## src/rtl/pfr_defines.svh

```systemverilog
// Offsets, field positions, reset values and timing counts of the power-fail reset block
`ifndef PFR_DEFINES_SVH
`define PFR_DEFINES_SVH

// ---------------------------------------------------------------
// Clock and timing
// ---------------------------------------------------------------
`define PFR_CLK_PERIOD_NS  4
`define PFR_WARN_DELAY_NS  5000
`define PFR_WARN_DELAY_CYC (`PFR_WARN_DELAY_NS / `PFR_CLK_PERIOD_NS)
`define PFR_HOLD_MIN_NS    2000000
`define PFR_HOLD_MIN_CYC   ((`PFR_HOLD_MIN_NS + `PFR_CLK_PERIOD_NS - 1) / `PFR_CLK_PERIOD_NS)
`define PFR_PG_LOW_MIN_NS  1000
`define PFR_PG_LOW_MIN_CYC ((`PFR_PG_LOW_MIN_NS + `PFR_CLK_PERIOD_NS - 1) / `PFR_CLK_PERIOD_NS)
`define PFR_PG_QUAL_NS     10000
`define PFR_PG_QUAL_CYC    ((`PFR_PG_QUAL_NS + `PFR_CLK_PERIOD_NS - 1) / `PFR_CLK_PERIOD_NS)

// ---------------------------------------------------------------
// Counter widths
// ---------------------------------------------------------------
`define PFR_HOLD_CNT_W 20
`define PFR_SHORT_CNT_W 12

// ---------------------------------------------------------------
// Register map
// ---------------------------------------------------------------
`define PFR_ADDR_W    12
`define PFR_CTRL_OFS  12'h000
`define PFR_STAT_OFS  12'h004
`define PFR_CTRL_RST  32'h0000_0000

// Control word fields
`define PFR_GEN_REL_BIT   0
`define PFR_MOT_REL_BIT   1
`define PFR_GEN_FORCE_BIT 2
`define PFR_MOT_FORCE_BIT 3
`define PFR_MOT_WARN_BIT  4
`define PFR_MOT_LAMP_BIT  5
`define PFR_SOFT_RST_BIT  6

// Status word fields
`define PFR_ST_GEN_OUT_BIT  0
`define PFR_ST_MOT_OUT_BIT  1
`define PFR_ST_GOOD_BIT     2
`define PFR_ST_CRST_BIT     3
`define PFR_ST_PARK_BIT     4
`define PFR_ST_GEN_POR_BIT  5
`define PFR_ST_MOT_POR_BIT  6
`define PFR_ST_SEQ_LSB      8

`endif

```

## src/rtl/pfr_pkg.sv

```systemverilog
// Types shared by the power-fail reset sequencer
`include "pfr_defines.svh"

package pfr_pkg;

  typedef enum logic [1:0] {
    PFR_SEQ_IDLE,
    PFR_SEQ_DETECT,
    PFR_SEQ_HOLD
  } pfr_seq_type;

  typedef struct packed {
    logic mot_lamp_en;
    logic mot_warn_en;
    logic mot_force;
    logic gen_force;
  } pfr_ctrl_type;

  typedef struct packed {
    logic        pready;
    logic        pslverr;
    logic [31:0] prdata;
  } pfr_apb_rsp_type;

  typedef struct packed {
    pfr_seq_type                            seq;
    logic                                   via_pg;
    logic [`PFR_SHORT_CNT_W-1:0]            dly;
    logic                                   park_req;
    logic                                   park_seen;
    logic                                   ctrl_reset;
    pfr_ctrl_type                           ctrl;
    logic [1:0]                             por_latch;
    logic [1:0][`PFR_HOLD_CNT_W-1:0]        hold;
    logic [1:0]                             out_n;
    pfr_apb_rsp_type                        apb;
  } pfr_top_state_type;

  typedef struct packed {
    logic                        sync1;
    logic                        sync2;
    logic [`PFR_SHORT_CNT_W-1:0] low_cnt;
    logic [`PFR_SHORT_CNT_W-1:0] high_cnt;
    logic                        warned;
    logic                        warn;
    logic                        good;
  } pfr_filt_state_type;

endpackage

```

## src/rtl/pfr_sequencer.sv

```systemverilog
// Power-fail reset sequencer: park, controller reset and peripheral reset outputs
`timescale 1ns/10ps
`default_nettype none
`include "pfr_defines.svh"

module pfr_sequencer #(
  parameter int unsigned HOLD_CYC = `PFR_HOLD_MIN_CYC,
  parameter int unsigned DLY_CYC  = `PFR_WARN_DELAY_CYC,
  parameter int unsigned LOW_CYC  = `PFR_PG_LOW_MIN_CYC,
  parameter int unsigned QUAL_CYC = `PFR_PG_QUAL_CYC
) (
  input  wire logic                   i_clk,
  input  wire logic                   i_rst_n,
  input  wire logic                   i_power_on_sense,
  input  wire logic                   i_supply_good_warning,
  input  wire logic                   i_park_done,
  input  wire logic                   i_internal_reset,
  input  wire logic                   i_lamp_strike_reset,
  input  wire logic                   i_psel,
  input  wire logic                   i_penable,
  input  wire logic                   i_pwrite,
  input  wire logic [`PFR_ADDR_W-1:0] i_paddr,
  input  wire logic [31:0]            i_pwdata,
  output logic                        o_pready,
  output logic [31:0]                 o_prdata,
  output logic                        o_pslverr,
  output logic                        o_ctrl_reset,
  output logic                        o_mirror_array_park_req,
  output logic                        o_general_reset_out_n,
  output logic                        o_motor_reset_out_n
);

  typedef logic [`PFR_HOLD_CNT_W-1:0]  hold_type;
  typedef logic [`PFR_SHORT_CNT_W-1:0] dly_type;

  localparam pfr_pkg::pfr_top_state_type RST_ST = '{
    seq:        pfr_pkg::PFR_SEQ_HOLD,
    ctrl_reset: 1'b1,
    por_latch:  2'b11,
    hold:       {hold_type'(HOLD_CYC), hold_type'(HOLD_CYC)},
    default:    '0
  };

  // ---------------------------------------------------------------
  // Reset and supply-good filter
  // ---------------------------------------------------------------
  // Power-on sense low clears everything at once, clock or not
  logic rst_n;
  assign rst_n = i_rst_n & i_power_on_sense;

  logic f_warn;
  logic f_good;

  pfr_pg_filter #(
    .LOW_CYC  (LOW_CYC),
    .QUAL_CYC (QUAL_CYC)
  ) u_filter (
    .i_clk                 (i_clk),
    .i_rst_n               (rst_n),
    .i_supply_good_warning (i_supply_good_warning),
    .o_warn                (f_warn),
    .o_good                (f_good)
  );

  pfr_pkg::pfr_top_state_type st;
  pfr_pkg::pfr_top_state_type next_st;

  // ---------------------------------------------------------------
  // Register read images
  // ---------------------------------------------------------------
  logic [31:0] ctrl_word;
  logic [31:0] stat_word;

  always_comb begin
    ctrl_word                     = `PFR_CTRL_RST;
    ctrl_word[`PFR_GEN_FORCE_BIT] = st.ctrl.gen_force;
    ctrl_word[`PFR_MOT_FORCE_BIT] = st.ctrl.mot_force;
    ctrl_word[`PFR_MOT_WARN_BIT]  = st.ctrl.mot_warn_en;
    ctrl_word[`PFR_MOT_LAMP_BIT]  = st.ctrl.mot_lamp_en;
    stat_word                                   = '0;
    stat_word[`PFR_ST_GEN_OUT_BIT]              = st.out_n[0];
    stat_word[`PFR_ST_MOT_OUT_BIT]              = st.out_n[1];
    stat_word[`PFR_ST_GOOD_BIT]                 = f_good;
    stat_word[`PFR_ST_CRST_BIT]                 = st.ctrl_reset;
    stat_word[`PFR_ST_PARK_BIT]                 = st.park_req;
    stat_word[`PFR_ST_GEN_POR_BIT]              = st.por_latch[0];
    stat_word[`PFR_ST_MOT_POR_BIT]              = st.por_latch[1];
    stat_word[`PFR_ST_SEQ_LSB+1:`PFR_ST_SEQ_LSB] = st.seq;
  end

  // ---------------------------------------------------------------
  // Next state
  // ---------------------------------------------------------------
  logic       soft_req;
  logic       seq_trig;
  logic [1:0] trig;
  logic [1:0] force_low;

  always_comb begin
    next_st   = st;
    soft_req  = 1'b0;
    seq_trig  = 1'b0;
    trig      = '0;
    force_low = '0;

    // APB: one wait state; data and error are registered on the same edge that ready rises
    next_st.apb.pready = 1'b0;
    if (i_psel && i_penable && !st.apb.pready) begin
      next_st.apb.pready  = 1'b1;
      next_st.apb.pslverr = 1'b0;
      if (i_paddr == `PFR_CTRL_OFS) begin
        next_st.apb.prdata = ctrl_word;
      end else if (i_paddr == `PFR_STAT_OFS) begin
        next_st.apb.prdata = stat_word;
      end else begin
        next_st.apb.prdata  = '0;
        next_st.apb.pslverr = 1'b1;
      end
    end else if (i_psel && i_penable && st.apb.pready && i_pwrite &&
                 i_paddr == `PFR_CTRL_OFS) begin
      // Write lands on the same edge the master sees ready
      next_st.ctrl.gen_force   = i_pwdata[`PFR_GEN_FORCE_BIT];
      next_st.ctrl.mot_force   = i_pwdata[`PFR_MOT_FORCE_BIT];
      next_st.ctrl.mot_warn_en = i_pwdata[`PFR_MOT_WARN_BIT];
      next_st.ctrl.mot_lamp_en = i_pwdata[`PFR_MOT_LAMP_BIT];
      if (i_pwdata[`PFR_GEN_REL_BIT]) begin
        next_st.por_latch[0] = 1'b0;
      end
      if (i_pwdata[`PFR_MOT_REL_BIT]) begin
        next_st.por_latch[1] = 1'b0;
      end
      soft_req = i_pwdata[`PFR_SOFT_RST_BIT];
    end

    // Park and controller-reset sequence
    case (st.seq)
      pfr_pkg::PFR_SEQ_IDLE: begin
        next_st.ctrl_reset = 1'b0;
        if (f_warn) begin
          next_st.seq       = pfr_pkg::PFR_SEQ_DETECT;
          next_st.via_pg    = 1'b1;
          next_st.dly       = '0;
          next_st.park_req  = 1'b1;
          next_st.park_seen = 1'b0;
        end else if (i_internal_reset || soft_req) begin
          next_st.seq       = pfr_pkg::PFR_SEQ_DETECT;
          next_st.via_pg    = 1'b0;
          next_st.dly       = '0;
          next_st.park_seen = 1'b1;
        end
      end
      pfr_pkg::PFR_SEQ_DETECT: begin
        // A warning landing on an internal reset still needs the park
        if (f_warn && !st.via_pg) begin
          next_st.via_pg    = 1'b1;
          next_st.park_req  = 1'b1;
          next_st.park_seen = 1'b0;
        end
        if (st.dly != dly_type'(DLY_CYC)) begin
          next_st.dly = st.dly + 1'b1;
          seq_trig    = (st.dly == dly_type'(DLY_CYC - 1));
        end
        if (st.park_req && i_park_done) begin
          next_st.park_req  = 1'b0;
          next_st.park_seen = 1'b1;
        end
        if (st.dly == dly_type'(DLY_CYC) && st.park_seen && !(f_warn && !st.via_pg)) begin
          next_st.seq        = pfr_pkg::PFR_SEQ_HOLD;
          next_st.ctrl_reset = 1'b1;
        end
      end
      pfr_pkg::PFR_SEQ_HOLD: begin
        next_st.ctrl_reset = 1'b1;
        next_st.park_req   = 1'b0;
        if (f_good) begin
          next_st.seq        = pfr_pkg::PFR_SEQ_IDLE;
          next_st.ctrl_reset = 1'b0;
        end
      end
      default: begin
        next_st.seq        = pfr_pkg::PFR_SEQ_HOLD;
        next_st.ctrl_reset = 1'b1;
      end
    endcase

    // Reset outputs: index 0 general, index 1 motor
    trig[0]      = seq_trig;
    trig[1]      = (seq_trig && st.ctrl.mot_warn_en) ||
                   (i_lamp_strike_reset && st.ctrl.mot_lamp_en);
    force_low[0] = st.ctrl.gen_force;
    force_low[1] = st.ctrl.mot_force;
    for (int ch = 0; ch < 2; ch++) begin
      // Forcing reloads the timer too, so release is never shorter than the minimum
      if (trig[ch] || force_low[ch]) begin
        next_st.hold[ch] = hold_type'(HOLD_CYC);
      end else if (st.hold[ch] != '0) begin
        next_st.hold[ch] = st.hold[ch] - 1'b1;
      end
      next_st.out_n[ch] = !(next_st.por_latch[ch] || force_low[ch] || trig[ch] ||
                            st.hold[ch] != '0);
    end
  end

  always_ff @(posedge i_clk or negedge rst_n) begin
    if (!rst_n) begin
      st <= RST_ST;
    end else begin
      st <= next_st;
    end
  end

  // ---------------------------------------------------------------
  // Outputs
  // ---------------------------------------------------------------
  assign o_pready                = st.apb.pready;
  assign o_prdata                = st.apb.prdata;
  assign o_pslverr               = st.apb.pslverr;
  assign o_ctrl_reset            = st.ctrl_reset;
  assign o_mirror_array_park_req = st.park_req;
  assign o_general_reset_out_n   = st.out_n[0];
  assign o_motor_reset_out_n     = st.out_n[1];

  // ---------------------------------------------------------------
  // Checks
  // ---------------------------------------------------------------
  property p_park_first;
    @(posedge i_clk) disable iff (!rst_n)
      $rose(st.ctrl_reset) && $past(st.via_pg) |-> $past(st.park_seen) && !st.park_req;
  endproperty
  a_park_first: assert property (p_park_first)
    else $error("controller reset before mirror array park finished");

  property p_hold_while_low;
    @(posedge i_clk) disable iff (!rst_n)
      st.ctrl_reset && !f_good |=> st.ctrl_reset;
  endproperty
  a_hold_while_low: assert property (p_hold_while_low)
    else $error("controller left reset while supply good low");

  property p_leave_qualified;
    @(posedge i_clk) disable iff (!rst_n)
      $fell(st.ctrl_reset) |-> $past(f_good);
  endproperty
  a_leave_qualified: assert property (p_leave_qualified)
    else $error("controller left reset without qualified supply good");

  property p_por_immediate;
    @(posedge i_clk) disable iff (!i_rst_n)
      !i_power_on_sense |-> !o_general_reset_out_n && !o_motor_reset_out_n;
  endproperty
  a_por_immediate: assert property (p_por_immediate)
    else $error("reset output high while power-on sense low");

  property p_gen_latch;
    @(posedge i_clk) disable iff (!rst_n)
      st.por_latch[0] |-> !o_general_reset_out_n;
  endproperty
  a_gen_latch: assert property (p_gen_latch)
    else $error("general reset released before software release");

  // Age of the detect state kept apart from st.dly; saturates so a long park cannot wrap it
  logic [`PFR_SHORT_CNT_W-1:0] chk_age;
  always_ff @(posedge i_clk or negedge rst_n) begin
    if (!rst_n) begin
      chk_age <= '0;
    end else if (st.seq != pfr_pkg::PFR_SEQ_DETECT) begin
      chk_age <= '0;
    end else if (chk_age != '1) begin
      chk_age <= chk_age + 1'b1;
    end
  end

  property p_warn_delay;
    @(posedge i_clk) disable iff (!rst_n)
      st.seq == pfr_pkg::PFR_SEQ_DETECT && chk_age == dly_type'(DLY_CYC) |->
        !o_general_reset_out_n;
  endproperty
  a_warn_delay: assert property (p_warn_delay)
    else $error("general reset not asserted at warning delay");

  property p_min_hold;
    @(posedge i_clk) disable iff (!rst_n)
      !o_general_reset_out_n && st.hold[0] > hold_type'(1) |=> !o_general_reset_out_n;
  endproperty
  a_min_hold: assert property (p_min_hold)
    else $error("general reset released before minimum hold");

  property p_force;
    @(posedge i_clk) disable iff (!rst_n)
      st.ctrl.gen_force || st.ctrl.mot_force |=>
        (!o_general_reset_out_n || !$past(st.ctrl.gen_force)) &&
        (!o_motor_reset_out_n || !$past(st.ctrl.mot_force));
  endproperty
  a_force: assert property (p_force)
    else $error("forced reset output not low");

  property p_mot_latch;
    @(posedge i_clk) disable iff (!rst_n)
      st.por_latch[1] |-> !o_motor_reset_out_n;
  endproperty
  a_mot_latch: assert property (p_mot_latch)
    else $error("motor reset released before software release");

  property p_mot_warn;
    @(posedge i_clk) disable iff (!rst_n)
      seq_trig && st.ctrl.mot_warn_en |=> !o_motor_reset_out_n [*2];
  endproperty
  a_mot_warn: assert property (p_mot_warn)
    else $error("motor reset missed on warning with option set");

  property p_lamp;
    @(posedge i_clk) disable iff (!rst_n)
      i_lamp_strike_reset && st.ctrl.mot_lamp_en |=> !o_motor_reset_out_n;
  endproperty
  a_lamp: assert property (p_lamp)
    else $error("motor reset missed on lamp strike");

endmodule // pfr_sequencer
`default_nettype wire

```

## src/rtl/pfr_pg_filter.sv

```systemverilog
// Supply-good synchroniser, glitch filter and qualification timer
`timescale 1ns/10ps
`default_nettype none
`include "pfr_defines.svh"

module pfr_pg_filter #(
  parameter int unsigned LOW_CYC  = `PFR_PG_LOW_MIN_CYC,
  parameter int unsigned QUAL_CYC = `PFR_PG_QUAL_CYC
) (
  input  wire logic i_clk,
  input  wire logic i_rst_n,
  input  wire logic i_supply_good_warning,
  output logic      o_warn,
  output logic      o_good
);

  typedef logic [`PFR_SHORT_CNT_W-1:0] cnt_type;

  pfr_pkg::pfr_filt_state_type st;
  pfr_pkg::pfr_filt_state_type next_st;

  // ---------------------------------------------------------------
  // Filter
  // ---------------------------------------------------------------
  always_comb begin
    next_st       = st;
    next_st.sync1 = i_supply_good_warning;
    next_st.sync2 = st.sync1;
    next_st.warn  = 1'b0;
    if (st.sync2) begin
      next_st.low_cnt = '0;
      next_st.warned  = 1'b0;
      // Any low restarts this count, so qualification needs a clean high run
      if (st.high_cnt != cnt_type'(QUAL_CYC)) begin
        next_st.high_cnt = st.high_cnt + 1'b1;
      end else begin
        next_st.good = 1'b1;
      end
    end else begin
      next_st.high_cnt = '0;
      if (st.low_cnt != cnt_type'(LOW_CYC)) begin
        next_st.low_cnt = st.low_cnt + 1'b1;
      end else if (!st.warned) begin
        next_st.warned = 1'b1;
        next_st.warn   = 1'b1;
        next_st.good   = 1'b0;
      end
    end
  end

  always_ff @(posedge i_clk or negedge i_rst_n) begin
    if (!i_rst_n) begin
      st <= '0;
    end else begin
      st <= next_st;
    end
  end

  assign o_warn = st.warn;
  assign o_good = st.good;

  // ---------------------------------------------------------------
  // Checks
  // ---------------------------------------------------------------
  property p_glitch_reject;
    @(posedge i_clk) disable iff (!i_rst_n)
      $rose(st.warn) |-> $past(st.low_cnt) == cnt_type'(LOW_CYC) && $past(!st.sync2);
  endproperty
  a_glitch_reject: assert property (p_glitch_reject)
    else $error("warning raised before minimum low time");

  property p_qualify;
    @(posedge i_clk) disable iff (!i_rst_n)
      $rose(st.good) |-> $past(st.high_cnt) == cnt_type'(QUAL_CYC) && $past(st.sync2);
  endproperty
  a_qualify: assert property (p_qualify)
    else $error("supply good qualified too early");

endmodule // pfr_pg_filter
`default_nettype wire

```

## config.mk

```make
export PLATFORM = sky130hd
export DESIGN_NAME = pfr_sequencer
export DESIGN_NICKNAME = d
export VERILOG_FILES = /design/src/rtl/pfr_pkg.sv /design/src/rtl/pfr_sequencer.sv /design/src/rtl/pfr_pg_filter.sv
export VERILOG_INCLUDE_DIRS = /design/src /design/src/rtl
export SDC_FILE = /design/constraint.sdc
export NUM_CORES = 1
export LEC_CHECK = 0
export CAP_MARGIN = 10
export CORE_UTILIZATION = 35
export CTS_CLUSTER_SIZE = 8
export DETAILED_ROUTE_END_ITERATION = 16
export DONT_BUFFER_PORTS = 1
export GPL_ROUTABILITY_DRIVEN = 0
export GPL_TIMING_DRIVEN = 0
export MAX_ROUTING_LAYER = met4
export PLACE_DENSITY = 0.47
export REMOVE_ABC_BUFFERS = 1
export SLEW_MARGIN = 30
export SYNTH_ARGS = -nofsm -noshare
export SYNTH_HDL_FRONTEND = slang
export SYNTH_SLANG_ARGS = --single-unit
```

## constraint.sdc

```tcl
create_clock -name i_clk -period 11.2 [get_ports i_clk]
set_clock_uncertainty 0.1 [all_clocks]
set_input_delay 1.12 -clock i_clk [delete_from_list [all_inputs] [get_ports i_clk]]
set_output_delay 1.12 -clock i_clk [all_outputs]
set_load 0.01 [all_outputs]
```

---- Word level (Yosys, flattened, before mapping) ----
Cells that the tools add are included.
word-level totals
  output and inout port bits .............. 38
  flip-flop bits (word level) ............. 129
operators by class
  reduce and logical (&&, ||, !) cells .... 42
  muxes and demuxes ....................... 43
  eq/ne operators ......................... 19
  add/sub/neg operators ................... 5
  bitwise logic cells ..................... 2
operators by type and width
  operator                                                                    number
  20-bit two-way mux                                                          4
  20-bit nonzero test                                                         2
  20-bit by 1-bit subtractor with 20-bit output (second input constant)       2
  12-bit by 1-bit adder with 12-bit output (second input constant)            3
  12-bit two-way mux                                                          3
  34-bit two-way mux                                                          1
  15-bit two-way mux                                                          2
  13-bit one-hot mux with 2 select lines                                      1
  25-bit two-way mux                                                          1
  12-bit by 11-bit == test with 1-bit output (second input constant)          2
  10-bit two-way mux                                                          2
  3-bit AND reduction                                                         6
  1-bit two-way mux                                                           17
  2-bit two-way mux                                                           7
  12-bit by 3-bit == test with 1-bit output (second input constant)           1
  12-bit logical NOT                                                          1
  12-bit by 11-bit inequality test with 1-bit output (second input constant)  1
  12-bit inequality test (second input constant)                              1
  12-bit by 8-bit inequality test with 1-bit output (second input constant)   1
  1-bit logical AND                                                           11
  1-bit logical OR                                                            10
  2-bit inequality test (second input constant)                               5
  2-bit by 1-bit inequality test with 1-bit output (second input constant)    4
  2-bit nonzero test                                                          4
  14 further kinds                                                            19

---- Longest topological paths before layout ----
  word-level depth ........................ 10
  mapped depth ............................ 9
  depth with buffers taken out ............ 7

---- By module ----
A second synthesis with hierarchy kept.
second synthesis, totals
  cell total of the unflattened synthesis .. 597
  area, all modules ....................... 5,705.5 um2
modules (own cells, without submodules)
  module         seq. area each (um2)  cells each  instances  area each (um2)
  pfr_sequencer  1,949.4               448         1          4,211.5
  pfr_pg_filter  725.7                 149         1          1,493.9

---- Worst setup path before layout ----
Ideal clock, no wire load.
  path type ............................... input to register
  start point ............................. input i_paddr[2]
  end point ............................... register st[94] (netlist name)
  data arrival time ....................... 2.447 ns
  buffers on the path ..................... 1
  setup slack ............................. 8.575 ns
  cell stages on the path ................. 5
  cells stage by stage .................... clkbuf_1 > nor3b_1 > a31oi_1 > or4_1 > a21oi_1
on the way
  longest elaborated chain between the ends .. 7
ends and longest elaborated chain
  what                                                        line                  text
  start: declaration                                          pfr_sequencer.sv:22   input wire logic [`PFR_ADDR_W-1:0] i_paddr,
  12-bit logical NOT (no line)                                -
  1-bit logical AND (no line)                                 -
  1-bit two-way mux                                           pfr_sequencer.sv:119  end else if (i_psel && i_penable && st.apb.pready && i_pwrite &&
  1-bit two-way mux                                           pfr_sequencer.sv:108  if (i_psel && i_penable && !st.apb.pready) begin
  1-bit logical OR                                            pfr_sequencer.sv:145  end else if (i_internal_reset || soft_req) begin
  3-bit by 2-bit inequality test with 1-bit output (no line)  -
  3-bit AND reduction (no line)                               -
  end signal: assignment                                      pfr_sequencer.sv:208  st <= next_st;
  end: declaration                                            pfr_sequencer.sv:65   pfr_pkg::pfr_top_state_type st;
No other way between the ends.
A chain may end at the register's enable or synchronous reset.

---- Worst setup path after layout ----
  start point ............................. input i_pwrite
  end point ............................... register st[94] (netlist name)
on the way
  longest elaborated chain between the ends .. 7
ends and longest elaborated chain
  what                                                        line                  text
  start: declaration                                          pfr_sequencer.sv:21   input wire logic i_pwrite,
  1-bit logical AND                                           pfr_sequencer.sv:119
  1-bit logical AND (no line)                                 -
  1-bit two-way mux                                           pfr_sequencer.sv:119
  1-bit two-way mux                                           pfr_sequencer.sv:108
  1-bit logical OR                                            pfr_sequencer.sv:145
  3-bit by 2-bit inequality test with 1-bit output (no line)  -
  3-bit AND reduction (no line)                               -
No other way between the ends.

==> impl_metrics.env <==
export IMPL_status="complete, no violations"
export IMPL_cts_resized_gates=0
export IMPL_core_area_sq_mm=0.0154
export IMPL_final_wl_microns=11300
export IMPL_final_report_hold_violation_count=0
export IMPL_fin_util=0.389
export IMPL_critical_path_capture_point_type="flop"
export IMPL_rows=45
export IMPL_maximum_number_of_pins_on_one_net_before_global_route_repair=48
export IMPL_antenna_left=0
export IMPL_drc_errors=0
export IMPL_numCtsBuffers=9
export IMPL_post_synth_instance_area_sq_mm=0.00557
export IMPL_drt_pass1_iterations=4
export IMPL_total_leakage_power_nw=2.43
export IMPL_dr_total_vias=3971
export IMPL_most_used_cells_in_the_layout_excluding_fill_and_tap_cells="sky130_fd_sc_hd__dfrtp_1 (88), sky130_fd_sc_hd__nor2_1 (67), sky130_fd_sc_hd__nand2_1 (51)"
export IMPL_placement_cell_area_sq_mm=0.00566
export IMPL_asyncSetResetFlopFracSynth=1.00
export IMPL_worstSkewPairLatency_ns=0.35
export IMPL_grt_pass1_vias=3846
export IMPL_yosys_cell_types_count=58
export IMPL_drt_iter0_drc=213
export IMPL_synthesis_yosys_warnings=0
export IMPL_hold_path_startpoint="u_filter.next_st[27]$_DFF_PN0_"
export IMPL_peak_supply_drop_v=0.0000775
export IMPL_postSynthCellCount=579
export IMPL_max_freq_mhz=372
export IMPL_cts_sink_count=106
export IMPL_min_path_type="flop to flop"
export IMPL_width_of_the_die_microns=128
export IMPL_p_per_area_mw_per_mm2=162
export IMPL_critical_path_startpoint_type="input port"
export IMPL_globalRoute_totalOverflow=0
export IMPL_worst_hold_path_num_cells=0
export IMPL_flow_area_growth_from_synthesis_pct=7.28
export IMPL_rrSetupSlack_ns=8.75
export IMPL_worstReg2RegStart="st[85]$_DFFE_PN0P_"
export IMPL_cts_root_to_sink_buffers=2
export IMPL_seq_area_frac_synth=0.480
export IMPL_fin_crit_ns=2.68
export IMPL_drv_slew=0
export IMPL_worst_reg2reg_path_depth=7
export IMPL_io_pin_count=92
export IMPL_cts_tree="built"
export IMPL_yosys_most_used_dff="sky130_fd_sc_hd__dfrtp_1"
export IMPL_routed_via_density=5.10
export IMPL_start_util=0.362
export IMPL_worst_pin_slew_ns=0.779
export IMPL_r2r_end="st[57]$_DFFE_PN0P_"
export IMPL_n_antenna_cell=0
export IMPL_cp_arrival_ns=2.86
export IMPL_final_setup_viol_count=0
export IMPL_clock_root_buffer="sky130_fd_sc_hd__clkbuf_16"
export IMPL_max_cap_violations=0
export IMPL_setup_repair_after_global_routing_missed_its_margin="false"
export IMPL_layout_cells_most_common="sky130_fd_sc_hd__dfrtp_1"
export IMPL_critPathKind="input port to flop"
export IMPL_htree_levels=3
export IMPL_synth_edff_count=0
export IMPL_ys_seq_elements=106
export IMPL_final_nets=627
export IMPL_clkTransAtPathRegs_ns=0.07
export IMPL_post_route_period_util=0.240
export IMPL_hpwl_microns=7960
export IMPL_cp_data_required_time_ns=11.38
export IMPL_cts_hold_repair_buffers=0
export IMPL_detail_route_wl_per_cell_microns=14.5
export IMPL_die_y_extent_microns=128
export IMPL_cts_repair_timing_setup_buffer_count=0
export IMPL_global_route_usage_total=0.153
export IMPL_worst_hold_path_endpoint="u_filter.st[27]$_DFF_PN0_"
export IMPL_report_power_total_w=0.000966
export IMPL_syn_area_per_cell_sq_um=9.62
export IMPL_antenna_found_initial=0
export IMPL_slew_headroom=0.479
export IMPL_postLayoutCellArea_sq_mm=0.00598
export IMPL_crit_path_max_fanout=15
export IMPL_die_area_sq_mm=0.0164
export IMPL_global_route_wire_length_before_repair_microns=19100
export IMPL_numPortBuffers=0
export IMPL_fraction_of_layout_cells_with_a_size_suffix_above_1=0.0970
export IMPL_finalSetupTns_ns=0
[routing by layer]
layer  vias to the layer above  GRT usage  share of wire
met3                        11     0.0255          0.032
met1                      1940      0.200           0.50
met4                         0     0.0519          0.015
met5                         -          -              0
met2                        84      0.240           0.45
li1                       1936          -              -
[critical path, cell delays in order]
cell	delay [ns]
sky130_fd_sc_hd__nand4_1	0.12
sky130_fd_sc_hd__nor3b_1	0.47
sky130_fd_sc_hd__a31oi_2	0.40
sky130_fd_sc_hd__or4_1	0.60
sky130_fd_sc_hd__a21oi_1	0.14
[kinds of logic (layout without fill, tap and decap cells)]
kind of cell / count (synthesis) / count (layout) / share of synthesized area
adders and majority gates: 11 / 11 / 0.0247
buffers and inverters: 74 / 40 / 0.0734
and+or+nand+nor: 248 / 248 / 0.231
other: 1 / 23 / 0.000673
xor gates and xnor gates: 49 / 49 / 0.0770
AOI/OAI and AO/OA: 78 / 78 / 0.0907
DFF: 106 / 106 / 0.480
muxes: 12 / 12 / 0.0225
[state kept, by name, summed over array words and instances, names as in the netlist]
signal / cells
st: 58
u_filter.o_warn: 1
ctrl_word: 4
o_pready: 1
u_filter.o_good: 1
o_prdata: 9
o_motor_reset_out_n: 1
o_ctrl_reset: 1
o_mirror_array_park_req: 1
o_pslverr: 1
u_filter.st: 26
o_general_reset_out_n: 1
u_filter.next_st: 1
[synthesized netlist by cell type (all sizes together) (2+ instances only)]
master / n / area share
o21ai: 20 / 0.018
a22o: 5 / 0.0079
and4: 4 / 0.0063
nand2: 51 / 0.034
nor3b: 4 / 0.0063
a221o: 3 / 0.0054
buf: 38 / 0.049
and2: 6 / 0.0067
nor3: 21 / 0.020
nand3: 28 / 0.025
and3: 10 / 0.011
nand4: 12 / 0.013
inv: 21 / 0.014
nor2b: 2 / 0.0022
a211oi: 4 / 0.0054
o21a: 2 / 0.0027
o311ai: 2 / 0.0031
ha: 11 / 0.025
nor4: 18 / 0.028
or3: 7 / 0.0079
dfstp: 18 / 0.085
or2: 3 / 0.0034
o211ai: 6 / 0.0081
nand2b: 4 / 0.0045
mux2: 4 / 0.0081
mux2i: 8 / 0.014
a21oi: 20 / 0.018
nor2: 67 / 0.045
xor2: 26 / 0.041
a21boi: 2 / 0.0027
xnor2: 23 / 0.036
a31oi: 3 / 0.0034
clkbuf: 15 / 0.010
or4: 7 / 0.010
a221oi: 2 / 0.0031
dfrtp: 88 / 0.40
[report_power, final]
group / switching (W) / total, W / internal (W) / leakage [nW]
sequential: 0.0000529 / 0.000490 / 0.000438 / 1.32
combinational: 0.0000789 / 0.000136 / 0.0000567 / 0.961
clock: 0.000146 / 0.000340 / 0.000194 / 0.156
[how the worst max path moves through the flow]
| stage | start | depth (start not counted) | endpoint | slack [ns] |
|---|---|---|---|---|
| 6_report | i_pwrite | 5 | st[94]$_DFFE_PN0P_ | 8.52 |
| 5_1_grt | i_pwrite | 5 | st[94]$_DFFE_PN0P_ | 8.39 |
| 4_1_cts | i_pwrite | 5 | st[94]$_DFFE_PN0P_ | 8.53 |
| 3_5_place_dp | i_pwrite | 5 | st[94]$_DFFE_PN0P_ | 8.13 |
| 3_3_place_gp | i_power_on_sense | 1 | st[93]$_DFFE_PN0P_ | 5.09 |
| 2_1_floorplan | i_power_on_sense | 1 | ctrl_word[2]$_DFFE_PN0P_ | 6.67 |
[cell type report]
| cell class | count | area [sq um] |
|---|---|---|
| Fill cell | 1543 | 9390 |
| Tap cell | 211 | 264 |
| Clock buffer | 12 | 267 |
| Clock inverter | 4 | 55.1 |
| Multi-Input combinational cell | 421 | 2580 |
| Inverter | 21 | 78.8 |
| Sequential cell | 106 | 2680 |
| Timing Repair Buffer | 3 | 58.8 |
[stage by stage]
step / hold WS, ns / cells / worst slack (ns)
4_1_cts: 0.253 / 778 / 8.53
3_3_place_gp: 0.238 / 759 / 5.09
5_1_grt: 0.255 / 778 / 8.39
3_5_place_dp: 0.236 / 762 / 8.13
2_1_floorplan: 0.231 / 548 / 6.67
6_report: 0.250 / 778 / 8.52
(Power assumes the default switching activity.)
